$ cat config.mk
export PLATFORM = sky130hd
export DESIGN_NAME = shp_port
export DESIGN_NICKNAME = d
export VERILOG_FILES = /design/src/verilog/shp_pkg.sv /design/src/verilog/shp_port.sv /design/src/verilog/shp_sync.sv
export SDC_FILE = /design/constraint.sdc
export NUM_CORES = 1
export LEC_CHECK = 0
export ABC_AREA = 0
export BUFFER_PORTS_ARGS = -buffer_cell sky130_fd_sc_hd__buf_4
export CAP_MARGIN = 20
export CELL_PAD_IN_SITES_DETAIL_PLACEMENT = 0
export CELL_PAD_IN_SITES_GLOBAL_PLACEMENT = 1
export CORE_AREA = 2 2 75 77
export CTS_BUF_LIST = sky130_fd_sc_hd__clkbuf_4
export DETAILED_ROUTE_END_ITERATION = 8
export DIE_AREA = 0 0 77 79
export GPL_TIMING_DRIVEN = 0
export MAX_ROUTING_LAYER = met4
export PLACE_DENSITY = 0.81
export SYNTH_ARGS = -nofsm -noshare
export SYNTH_HDL_FRONTEND = slang
export SYNTH_HIERARCHICAL = 1
export SYNTH_SLANG_ARGS = --single-unit
$ cat constraint.sdc
create_clock -name core_clk -period 5.1 [get_ports core_clk]
set_clock_uncertainty 0.1 [all_clocks]
set_input_delay 1.53 -clock core_clk [delete_from_list [all_inputs] [get_ports core_clk]]
set_output_delay 1.53 -clock core_clk [all_outputs]
set_load 0.1 [all_outputs]
$ cat src/verilog/shp_pkg.sv
package shp_pkg;

	// core clock
	localparam int CLK_PERIOD_NS = 25;

	// longest sclk-high time inside a three-wire transfer, rounded down to cycles
	localparam int SCLK_HIGH_MAX_US = 5;
	localparam int HIGH_CYC_INT     = (SCLK_HIGH_MAX_US * 1000) / CLK_PERIOD_NS;
	localparam int IDLE_W           = 8;
	localparam logic [IDLE_W-1:0] HIGH_MAX_CYC = IDLE_W'(HIGH_CYC_INT);

	// mode straps [bit2, bit1, bit0] selecting the spi operating mode
	localparam logic [2:0] STRAP_SPI  = 3'h1;
	// cycles after reset release before the straps are latched
	localparam logic [1:0] STRAP_WAIT = 2'h3;

	// last bit index of a byte
	localparam logic [2:0] BIT_LAST = 3'h7;

	// pins entering the core clock domain
	typedef struct packed {
		logic       sclk;
		logic       ss_n;
		logic       mosi;
		logic [2:0] strap;
	} shp_pins_t;

	localparam int PINS_W = $bits(shp_pins_t);

	typedef struct packed {
		logic              sclk_d;
		logic              ss_n_d;
		logic              active;
		logic              need_load;
		logic [2:0]        bit_cnt;
		logic [7:0]        rx_sh;
		logic [7:0]        tx_sh;
		logic [IDLE_W-1:0] idle_cnt;
		logic [7:0]        rx_data;
		logic              rx_valid;
		logic              tx_taken;
		logic              miso;
		logic              miso_oe_n;
		logic              irq_n;
		logic [1:0]        strap_cnt;
		logic              strap_done;
		logic              spi_mode_sel;
	} shp_state_t;

	localparam shp_state_t ST_RST = '{
		sclk_d:       1'b1,
		ss_n_d:       1'b1,
		active:       1'b0,
		need_load:    1'b0,
		bit_cnt:      3'h0,
		rx_sh:        8'h00,
		tx_sh:        8'h00,
		idle_cnt:     8'h00,
		rx_data:      8'h00,
		rx_valid:     1'b0,
		tx_taken:     1'b0,
		miso:         1'b0,
		miso_oe_n:    1'b1,
		irq_n:        1'b1,
		strap_cnt:    2'h0,
		strap_done:   1'b0,
		spi_mode_sel: 1'b0
	};

endpackage : shp_pkg

$ cat src/verilog/shp_port.sv
`timescale 1ns/10ps
// Functional notes
// - four-wire: select falling starts a transfer, select rising ends it.
// - four-wire: works with serial clock idling high or idling low.
// - four-wire: data-out floats whenever select is high.
// - three-wire: transfer start and stop found from clock activity only.
// - data-in bit captured on serial clock rising edge.
// - data-out changes only after a serial clock falling edge or, in four-wire, a select falling edge.
// - every byte shifted most significant bit first, both directions.
// - multi-byte values travel least significant byte first.
// - service-request output tells host when to start transfers.
// - service-request output is active low; host pulls it up.
module shp_port (
	// clock and reset
	input  wire logic       core_clk,
	input  wire logic       rst,
	// spi pins
	input  wire logic       sclk,
	input  wire logic       ss_n,
	input  wire logic       mosi,
	output logic            miso_o,
	output logic            miso_oe_n,
	// mode straps and framing mode
	input  wire logic       mode_strap_bit0,
	input  wire logic       mode_strap_bit1,
	input  wire logic       mode_strap_bit2,
	input  wire logic       three_wire,
	output logic            spi_mode_sel,
	// user byte stream
	input  wire logic [7:0] tx_data,
	output logic            tx_taken,
	output logic [7:0]      rx_data,
	output logic            rx_valid,
	// service request
	input  wire logic       svc_req,
	output logic            irq_n
);

	shp_pkg::shp_pins_t  pins_raw;
	shp_pkg::shp_pins_t  pins_s;
	shp_pkg::shp_state_t st_r;
	shp_pkg::shp_state_t st_nxt;
	logic                rise;
	logic                fall;
	logic                ss_fall;
	logic                frame_on;
	logic                start;

	assign pins_raw = '{sclk: sclk, ss_n: ss_n, mosi: mosi,
		strap: {mode_strap_bit2, mode_strap_bit1, mode_strap_bit0}};

	shp_sync #(.W(shp_pkg::PINS_W)) u_sync (
		.core_clk (core_clk),
		.rst      (rst),
		.d        (pins_raw),
		.q        (pins_s)
	);

	// edges seen only on synced levels
	// no edges until the synchronisers hold real pin levels; their reset zeros look like edges
	assign rise     = st_r.strap_done & ~st_r.sclk_d & pins_s.sclk;
	assign fall     = st_r.strap_done & st_r.sclk_d & ~pins_s.sclk;
	assign ss_fall  = st_r.strap_done & st_r.ss_n_d & ~pins_s.ss_n;
	// select ignored in three-wire mode
	assign frame_on = three_wire ? st_r.active : ~pins_s.ss_n;
	// three-wire idles high, so the first falling edge opens the transfer
	assign start    = three_wire ? (~st_r.active & fall) : ss_fall;

	always_comb begin
		st_nxt          = st_r;
		st_nxt.rx_valid = 1'b0;
		st_nxt.tx_taken = 1'b0;
		st_nxt.sclk_d   = pins_s.sclk;
		st_nxt.ss_n_d   = pins_s.ss_n;
		st_nxt.irq_n    = ~svc_req;
		// single slave in three-wire, so drive always there
		// kept floating while the synced select still shows its reset zero
		st_nxt.miso_oe_n = ~st_r.strap_done | (three_wire ? 1'b0 : pins_s.ss_n);

		// straps caught a few cycles after release, once the synchroniser has settled
		if (!st_r.strap_done) begin
			st_nxt.strap_cnt = st_r.strap_cnt + 2'h1;
			if (st_r.strap_cnt == shp_pkg::STRAP_WAIT) begin
				st_nxt.strap_done   = 1'b1;
				st_nxt.spi_mode_sel = (pins_s.strap == shp_pkg::STRAP_SPI);
			end
		end

		// long high clock ends a three-wire transfer
		if (three_wire && pins_s.sclk) begin
			if (st_r.idle_cnt != shp_pkg::HIGH_MAX_CYC) begin
				st_nxt.idle_cnt = st_r.idle_cnt + 8'h01;
			end
		end else begin
			st_nxt.idle_cnt = '0;
		end
		if (three_wire && st_r.active && pins_s.sclk &&
			st_r.idle_cnt == shp_pkg::HIGH_MAX_CYC - 8'h01) begin
			st_nxt.active    = 1'b0;
			st_nxt.bit_cnt   = '0;
			st_nxt.need_load = 1'b0;
		end
		if (!three_wire && pins_s.ss_n) begin
			st_nxt.active    = 1'b0;
			st_nxt.bit_cnt   = '0;
			st_nxt.need_load = 1'b0;
		end

		if (start) begin
			// first byte out straight away; idle level of clock does not matter
			st_nxt.active    = 1'b1;
			st_nxt.bit_cnt   = '0;
			st_nxt.need_load = 1'b0;
			st_nxt.tx_sh     = tx_data;
			st_nxt.miso      = tx_data[7];
			st_nxt.tx_taken  = 1'b1;
		end else if (frame_on && rise) begin
			st_nxt.rx_sh   = {st_r.rx_sh[6:0], pins_s.mosi};
			st_nxt.bit_cnt = st_r.bit_cnt + 3'h1;
			if (st_r.bit_cnt == shp_pkg::BIT_LAST) begin
				st_nxt.rx_data   = {st_r.rx_sh[6:0], pins_s.mosi};
				st_nxt.rx_valid  = 1'b1;
				st_nxt.need_load = 1'b1;
			end
		end else if (frame_on && fall) begin
			if (st_r.need_load) begin
				// bytes go out in the order the user hands them over
				st_nxt.tx_sh     = tx_data;
				st_nxt.miso      = tx_data[7];
				st_nxt.need_load = 1'b0;
				st_nxt.tx_taken  = 1'b1;
			end else if (st_r.bit_cnt != 3'h0) begin
				st_nxt.tx_sh = {st_r.tx_sh[6:0], 1'b0};
				st_nxt.miso  = st_r.tx_sh[6];
			end
		end
	end

	always_ff @(posedge core_clk or posedge rst) begin
		if (rst) begin
			st_r <= shp_pkg::ST_RST;
		end else begin
			st_r <= st_nxt;
		end
	end

	assign miso_o       = st_r.miso;
	assign miso_oe_n    = st_r.miso_oe_n;
	assign spi_mode_sel = st_r.spi_mode_sel;
	assign tx_taken     = st_r.tx_taken;
	assign rx_data      = st_r.rx_data;
	assign rx_valid     = st_r.rx_valid;
	assign irq_n        = st_r.irq_n;

	property p_ss_start;
		@(posedge core_clk) disable iff (rst)
		(!three_wire && ss_fall) |=> (st_r.active && st_r.bit_cnt == 3'h0 && tx_taken);
	endproperty
	a_ss_start: assert property (p_ss_start) else $error("select fall did not start");

	property p_ss_end;
		@(posedge core_clk) disable iff (rst)
		(!three_wire && pins_s.ss_n) |=> ($stable(st_r.rx_sh) && st_r.bit_cnt == 3'h0);
	endproperty
	a_ss_end: assert property (p_ss_end) else $error("bits taken while deselected");

	property p_hiz;
		@(posedge core_clk) disable iff (rst)
		(!three_wire && pins_s.ss_n) ##1 !three_wire |-> miso_oe_n;
	endproperty
	a_hiz: assert property (p_hiz) else $error("data-out driven while deselected");

	property p_3w_end;
		@(posedge core_clk) disable iff (rst)
		(three_wire && st_r.active && pins_s.sclk &&
			st_r.idle_cnt == shp_pkg::HIGH_MAX_CYC - 8'h01) |=> !st_r.active;
	endproperty
	a_3w_end: assert property (p_3w_end) else $error("three-wire end missed");

	property p_capture;
		@(posedge core_clk) disable iff (rst)
		(frame_on && rise && !start) |=>
			st_r.rx_sh == {$past(st_r.rx_sh[6:0]), $past(pins_s.mosi)};
	endproperty
	a_capture: assert property (p_capture) else $error("rising edge capture wrong");

	property p_miso_hold;
		@(posedge core_clk) disable iff (rst)
		(!fall && !ss_fall) |=> $stable(miso_o);
	endproperty
	a_miso_hold: assert property (p_miso_hold) else $error("data-out moved off a fall");

	property p_byte;
		@(posedge core_clk) disable iff (rst)
		(frame_on && rise && !start && st_r.bit_cnt == shp_pkg::BIT_LAST) |=>
			(rx_valid && rx_data == {$past(st_r.rx_sh[6:0]), $past(pins_s.mosi)});
	endproperty
	a_byte: assert property (p_byte) else $error("received byte wrong");

	property p_irq;
		@(posedge core_clk) disable iff (rst)
		svc_req ##1 svc_req |-> !irq_n;
	endproperty
	a_irq: assert property (p_irq) else $error("service request not low");

	property p_valid_src;
		@(posedge core_clk) disable iff (rst)
		rx_valid |-> ($past(rise) && !$past(rx_valid));
	endproperty
	a_valid_src: assert property (p_valid_src) else $error("byte without rising edge");

	property p_cov_byte;
		@(posedge core_clk) disable iff (rst)
		rx_valid;
	endproperty
	c_cov_byte: cover property (p_cov_byte);

	property p_cov_3w;
		@(posedge core_clk) disable iff (rst)
		three_wire && st_r.active ##1 !st_r.active;
	endproperty
	c_cov_3w: cover property (p_cov_3w);

	property p_cov_reload;
		@(posedge core_clk) disable iff (rst)
		st_r.need_load ##1 tx_taken;
	endproperty
	c_cov_reload: cover property (p_cov_reload);

endmodule : shp_port

$ cat src/verilog/shp_sync.sv
`timescale 1ns/10ps
module shp_sync #(
	parameter int W = 1
) (
	// clock and reset
	input  wire logic         core_clk,
	input  wire logic         rst,
	// async in, synced out
	input  wire logic [W-1:0] d,
	output logic      [W-1:0] q
);

	logic [W-1:0] meta_r;

	// one two-stage chain per bit; the first stage feeds only the second
	for (genvar i = 0; i < W; i++) begin : g_bit
		always_ff @(posedge core_clk or posedge rst) begin
			if (rst) begin
				meta_r[i] <= 1'b0;
				q[i]      <= 1'b0;
			end else begin
				meta_r[i] <= d[i];
				q[i]      <= meta_r[i];
			end
		end
	end

endmodule : shp_sync
== Word-level counts from Yosys, hierarchy flattened ==
Cells that the tools add are included.
Word-level totals
  bits in latches: 0
  flip-flop bits (word level): 59
  input port bits: 18
  RAM bits: 0
  output and inout bits: 14
  bits in read-only memories: 0
  memories kept: 0
Cells by class
  shift-type cells: 0
  equality and inequality tests: 7
  reduce and logical (&&, ||, !) cells: 17
  multiplexer cells: 30
  bitwise operators: 15
  multiply operators: 0
  $add $sub $neg: 3
  divide/modulo/power cells: 0
  order comparisons: 0
Operator list (number)
  two-way mux 7 bit: 5
  two-way mux 8 bit: 2
  two-way mux 1 bit: 14
  two-way mux 11 bit: 1
  two-way mux 2 bit: 5
  two-way mux 5 bit: 2
  nonzero test 3 bit: 3
  adder 8 x 1 -> 8 bit (second input constant): 1
  equality test 8 bit (second input constant): 1
  inequality test 8 bit (second input constant): 1
  bitwise AND 1 bit: 7
  logical AND 1 bit: 7
  inverter 1 bit: 7
  AND reduction 3 bit: 2
  two-way mux 4 bit: 1
  AND reduction 2 bit: 2
  nonzero test 4 bit: 1
  adder 3 x 1 -> 3 bit (second input constant): 1
  equality test 3 x 1 -> 1 bit (second input constant): 1
  equality test 3 bit (second input constant): 1
  adder 2 x 1 -> 2 bit (second input constant): 1
  equality test 2 bit (second input constant): 1
  inequality test 2 x 1 -> 1 bit (second input constant): 1
  inequality test 2 bit (second input constant): 1
  3 further kinds: 3

== Depth between registers and ports, before layout ==
Gate-level depths: netlist of run 1.
  depth in word-level cells: 9
  mapped depth: 7
  depth with buffers taken out: 6

== Hierarchy ==
Netlist of run 1, hierarchy kept.
Modules (own cells, without submodules)
  shp_port: instances 1, area each 2230.9 sq um, cells each 190, seq. area each 1156.1 sq um
  shp_sync: instances 1, area each 304.0 sq um, cells each 13, seq. area each 300.3 sq um

== Worst setup path after synthesis of run 1 ==
No wires, ideal clock.
  kind: input to register
  start point: input three_wire
  end point: register st_r, in the netlist rx_data[0]
  setup slack: 2.292 ns
  setup time: 0.125 ns
  arrival: 2.583 ns
  stages: 5
  data required time: 4.875 ns
  path buffers: 1
  cells stage by stage: nor2b_4 > nor3_4 > and3_4 > buf_12 > mux2_4
On the way
  cells in the longest elaborated chain, start to end: 3
Ends and longest elaborated chain
  start: declaration: line shp_port.sv:27  | input wire logic three_wire,
  two-way mux 1 bit, on equally long branches: line shp_port.sv:65, shp_port.sv:67
  logical AND 1 bit / inverter 1 bit (equally long branches)
  AND reduction 3 bit (no line) (*)
  end signal: assignment: line shp_port.sv:141  | st_r <= shp_pkg::ST_RST;
  end signal: assignment: line shp_port.sv:143  | st_r <= st_nxt;
  end: declaration: line shp_port.sv:41  | shp_pkg::shp_state_t st_r;
Mark *: on every way between the ends. The rest lies on a longest branch, timed or not.
A chain may end at the register's enable or synchronous reset.

== Worst setup path in the final report of run 1 ==
  start point: register st_r, in the netlist miso_oe_n
  end point: output miso_oe_n
RTL lines
  end: declaration: line shp_port.sv:22  | output logic miso_oe_n,
No word-level cell between the ends.

==> run metrics, run 1 <==
die height=79 um; Synth Warn #=6; max_slew headroom=between 60 and 70%; GRT Total Usage=between 15 and 20%; I/O pin count=32; Clock Latency Late Sink=390 ps; Fmax achieved=~350 MHz; Clock Pin Slew Worst Setup and Hold Paths=roughly 100 ps; Yosys top cell by area=dfrtp_1; max-slew violation count=0; Critical Path Sink Type=output pin; CP max stage delay=540 ps; grt total ovfl=0; Yosys reg bits=58; Hold Slack=252 ps; fin crit share=55.6%; WP buf/inv=1; CTS Buffer Depth=2; Final setup violation count=0; Nets=270; first-pass GRT wire length=about 7300 um; slowest CP cell=dfstp_2; Period minus WS final=2840 ps; CTS hold repair buffers=0; Power Density=320 nW/um2; Peak VDD IR=about 0.17 mV; asr flop ratio synth=100%; top-count cell post-synth=dfrtp_1; Finished Layout Cells=323; share of the yosys chip area belonging to registers=57.5%; vias in the first global route=roughly 1600; worst-margin pin slew=around 470 ps; DIE AREA=6080 um2; via density per instance=a little under 5; Sink Count=58; critical path launch point type=register; Post-route DRC=0; Detailed Place HPWL=2770 um; area of the multi-input gates=910 um2; I/O Buffers=31; WS Path Type=reg2out; worst path arrival time=between 1000 and 1500 ps; # rows=27; drt pass-1 iters=4; cts bufs inserted=9; RSZ-0062 raised after global routing=no; placed inst area=roughly 2900 um2; static leakage=1.42 nW; Synth top area share=53.3%; crit path cell chain=buf_4; setup TNS=0 ps; max_cap viols=0; syn_nets=approximately 230; PnR worst setup slack=2260 ps; initial core utilization=between 40 and 50%; Mapped Area=2530 um2; Syn-to-layout area delta=17.8%; DRT iter0 DRCs=77; initial antenna violation count=0; mean area per synthesized cell=~12 um2; final wirelength=4030 um; top cells by area, synth=dfrtp_1 (53%), mux2_4 (4.7%), dfstp_2 (4.1%); dpl cells=approximately 300; Core Region=5340 um2; fraction of layout cells with a size suffix above 1=36.3%; synth unique cells=45; post-synthesis cell count=203; Storage cell area=between 1000 and 1500 um2; CP required=3470 ps; Post-CTS Setup Repair Bufs=0; synth cell count leaders=dfrtp_1 (54), o21ai_0 (16), inv_1 (15); CTS Root Cell=clkbuf_4; CP Max Fanout=1; wire length per cell=12.5 um; status=finished clean; htree depth=3; pin count of the biggest net entering global routing=42; Worst path top cell family by delay=flip-flops; post-route antenna net violation count=0; Cells on Worst Hold Path=0; width of the die=between 70 and 80 um; dpl ws=2030 ps; Synth Flop Type=dfrtp_1; vias post-DR=1576; Worst R2R Path Depth=5; CP Depth=1; Min-Delay Path Class=reg2reg; Final Hold Fails=0; CTS tree=done; EDFF count, synth=0; FILL cells=494; post-CTS sizing=0; fin area=2990 um2; Ant. Diodes=0; global placement routability congestion=0.773
metal layers:
metal | share of wire [%] | up-vias | GRT usage, %
met1 | 46 | 766 | 19.4
met4 | 2.2 | 0 | 9.64
met3 | 3.3 | 10 | 4.20
met2 | 48 | 26 | 24.5
met5 | 0 | - | -
li1 | - | 774 | -
kinds of logic after synthesis:
family                   synth area share [%]
flip-flops                               57.5
AND/OR/NAND/NOR                          11.4
AO/OA/AOI/OAI                            10.1
buffers and inverters                    6.66
multiplexers                             8.69
XOR/XNOR                                 2.76
adder cells (fa/ha/maj)                  2.96
stage by stage:
stage,total power (W),util [%]
final,0.000956,56.0
after floorplan,0.000658,-
after CTS,0.000972,56.0
after global placement,0.000694,53.5
after global routing,0.00102,56.0
after detailed placement,0.000703,53.9
path summary, 6_finish.rpt:
check | from | endpoint | slack [ps]
max | miso_oe_n | miso_oe_n | 2260
min | u_sync/meta_r[0] | u_sync/q[0] | 250
max reg2reg | u_sync/q[4] | rx_data[0] | 3250
min reg2reg | u_sync/meta_r[0] | u_sync/q[0] | 250
max in group asynchronous | rst | st_r[47] | 3470
min in group asynchronous | rst | st_r[18] | 930
layout make-up:
cell class | instances | share of cell area (%)
multi-input cells | 115 | 30.5
inverters | 15 | 1.89
plain buffers | 15 | 3.77
clock inverters | 6 | 1.13
well taps | 72 | 3.02
repair buffers | 32 | 8.46
flip-flops and latches | 58 | 48.8
clock buffers | 10 | 2.51
cell usage in the layout (no fill, tap or decap), types with 3 or more instances in the layout:
cell type	instances
nand3b_1	3
nand2_1	9
ha_1	6
o21ai_0	16
nor2_1	10
xnor2_1	4
clkinv_2	3
clkbuf_4	10
buf_4	39
dfrtp_1	54
a21oi_1	10
inv_1	14
dfstp_2	4
mux2_2	8
a2bb2oi_1	7
xor2_1	4
mux2_4	8
nand3_1	4
flip-flops by register name, indices dropped and copies added, names as in the netlist:
signal / cells
rx_valid: 1
rx_data: 8
u_sync/q: 6
st_r: 32
tx_taken: 1
miso_oe_n: 1
spi_mode_sel: 1
miso_o: 1
u_sync/meta_r: 6
irq_n: 1
report_power, final:
| part | switching, W | total, W | internal (W) |
|---|---|---|---|
| Clock | 0.000165 | 0.000267 | 0.000101 |
| Sequential | 0.0000296 | 0.000541 | 0.000511 |
| Combinational | 0.0000823 | 0.000149 | 0.0000666 |
No activity file was read; power rests on OpenSTA's default activity.
==> run 2: changes to the inputs <==
--- a/config.mk
+++ b/config.mk
@@ -10,13 +10,13 @@
 export CAP_MARGIN = 20
 export CELL_PAD_IN_SITES_DETAIL_PLACEMENT = 0
 export CELL_PAD_IN_SITES_GLOBAL_PLACEMENT = 1
-export CORE_AREA = 2 2 75 77
+export CORE_AREA = 2 2 76 78
 export CTS_BUF_LIST = sky130_fd_sc_hd__clkbuf_4
 export DETAILED_ROUTE_END_ITERATION = 8
-export DIE_AREA = 0 0 77 79
+export DIE_AREA = 0 0 78 80
 export GPL_TIMING_DRIVEN = 0
 export MAX_ROUTING_LAYER = met4
-export PLACE_DENSITY = 0.81
+export PLACE_DENSITY = 0.8
 export SYNTH_ARGS = -nofsm -noshare
 export SYNTH_HDL_FRONTEND = slang
 export SYNTH_HIERARCHICAL = 1
==> constraint.sdc (replaced) <==
create_clock -name core_clk -period 2.9 [get_ports core_clk]
set_clock_uncertainty 0.1 [all_clocks]
set_input_delay 0.87 -clock core_clk [delete_from_list [all_inputs] [get_ports core_clk]]
set_output_delay 0.87 -clock core_clk [all_outputs]
set_load 0.1 [all_outputs]
==> run metrics, run 2 (synthesis results as in run 1) <==
fin crit share=between 70% and 80%; most frequent cells in the layout=dfrtp_1 (54), buf_4 (39), o21ai_0 (16); CP Max Fanout=1; dpl cells=307; width of the die=78 um; met3 Use GR=under 10%; DIE AREA=6240 um2; vias post-DR=1571; htree depth=3; final wirelength=3940 um; status=finished clean; vias in the first global route=1506; DRT iter0 DRCs=67; Min-Delay Path Class=reg2reg; GR Util met1=19.1%; wire length per cell=12.2 um; # rows=27; Worst R2R End=rx_data[5]; Final Hold Fails=0; pin count of the biggest net entering global routing=43; crit path capture=miso_oe_n; CP Depth=1; Peak VDD IR=0.335 mV; WS Path Type=reg2out; CP required=around 1900 ps; max_slew headroom=69.2%; Finished Layout Cells=323; Sink Count=58; initial antenna violation count=0; CTS Buffer Depth=2; post-CTS sizing=0; Final setup violation count=0; setup TNS=0 ps; I/O Buffers=31; Worst setup startpoint=miso_oe_n; I/O pin count=32; CTS Root Cell=clkbuf_4; max reg flops=32; Final Total Pwr=0.00178 W; gr busiest metal=met2; GRT Total Usage=15.2%; Ant. Diodes=0; grt met2 use=21.7%; via density per instance=4.86; Worst R2R Path Depth=5; Reg with most FFs=st_r; final core utilization=a little under three fifths; Clock Pin Slew Worst Setup and Hold Paths=~90 ps; launching point of the worst reg2reg path=u_sync/q[4]; crit path cell chain=buf_4; Post-CTS Setup Repair Bufs=0; critical path launch point type=register; first-pass GRT wire length=6890 um; Syn-to-layout area delta=18.8%; max-slew violation count=0; max_cap viols=0; die height=80 um; CTS tree=done; grt total ovfl=0; R2R Setup Slk=1050 ps; Power Density=590 nW/um2; slowest CP cell=dfstp_2; static leakage=between 1 and 1.5 nW; post-route antenna net violation count=0; cts bufs inserted=9; Cells on Worst Hold Path=0; initial core utilization=46.9%; drt pass-1 iters=4; Detailed Place HPWL=2690 um; Nets=between 200 and 300; worst path arrival time=1200 ps; CP max stage delay=~540 ps; Hold Slack=253 ps; global placement routability congestion=0.731; Clock Latency Late Sink=390 ps; CTS hold repair buffers=0; fraction of layout cells with a size suffix above 1=36.3%; Critical Path Sink Type=output pin; RSZ-0062 raised after global routing=no; Core Region=between 5000 and 6000 um2; WP buf/inv=1; most common cell after layout, fill and taps aside=dfrtp_1; Worst path top cell family by delay=flip-flops; worst-margin pin slew=455 ps; Post-route DRC=0; Fmax achieved=461 MHz; Period minus WS final=2170 ps
run 2: through the flow:
stage | area (um2) | setup slack (ps)
5_1_grt | 3010 | 667
3_5_place_dp | 2880 | 482
2_1_floorplan | 2530 | 752
6_report | 3010 | 729
3_3_place_gp | 2860 | 170
4_1_cts | 3010 | 690
run 2: cell type report:
cell class	count	area, um2
clock buffers	12	90.1
multi-input cells	115	910
clock inverters	4	43.8
inverters	15	56.3
plain buffers	15	113
repair buffers	32	253
well taps	72	90.1
fillers	494	2390
flip-flops and latches	58	1460
run 2: worst min-delay path by stage:
| stage | from | end | slack (ps) |
|---|---|---|---|
| 2_1_floorplan | u_sync/meta_r[0] | u_sync/q[0] | 230 |
| 3_3_place_gp | u_sync/meta_r[2] | u_sync/q[2] | 230 |
| 3_5_place_dp | u_sync/meta_r[4] | u_sync/q[4] | 240 |
| 4_1_cts | rst | st_r[24] | 240 |
| 5_1_grt | rst | st_r[24] | 240 |
| 6_report | u_sync/meta_r[0] | u_sync/q[0] | 250 |
run 2: report_power, final:
group | total, W | internal [W] | switching [W] | leakage [nW]
clock network | 0.000564 | 0.000287 | 0.000277 | 0.0787
registers | 0.000951 | 0.000899 | 0.0000526 | 0.731
logic | 0.000261 | 0.000117 | 0.000144 | 0.632
total | 0.00178 | 0.00130 | 0.000473 | 1.44
run 2: layer usage:
layer  vias to the layer above  routed length (um)
li1                        780                   -
met2                        35                1840
met5                         -                   0
met4                         0                  75
met3                         8                 179
met1                       748                1840
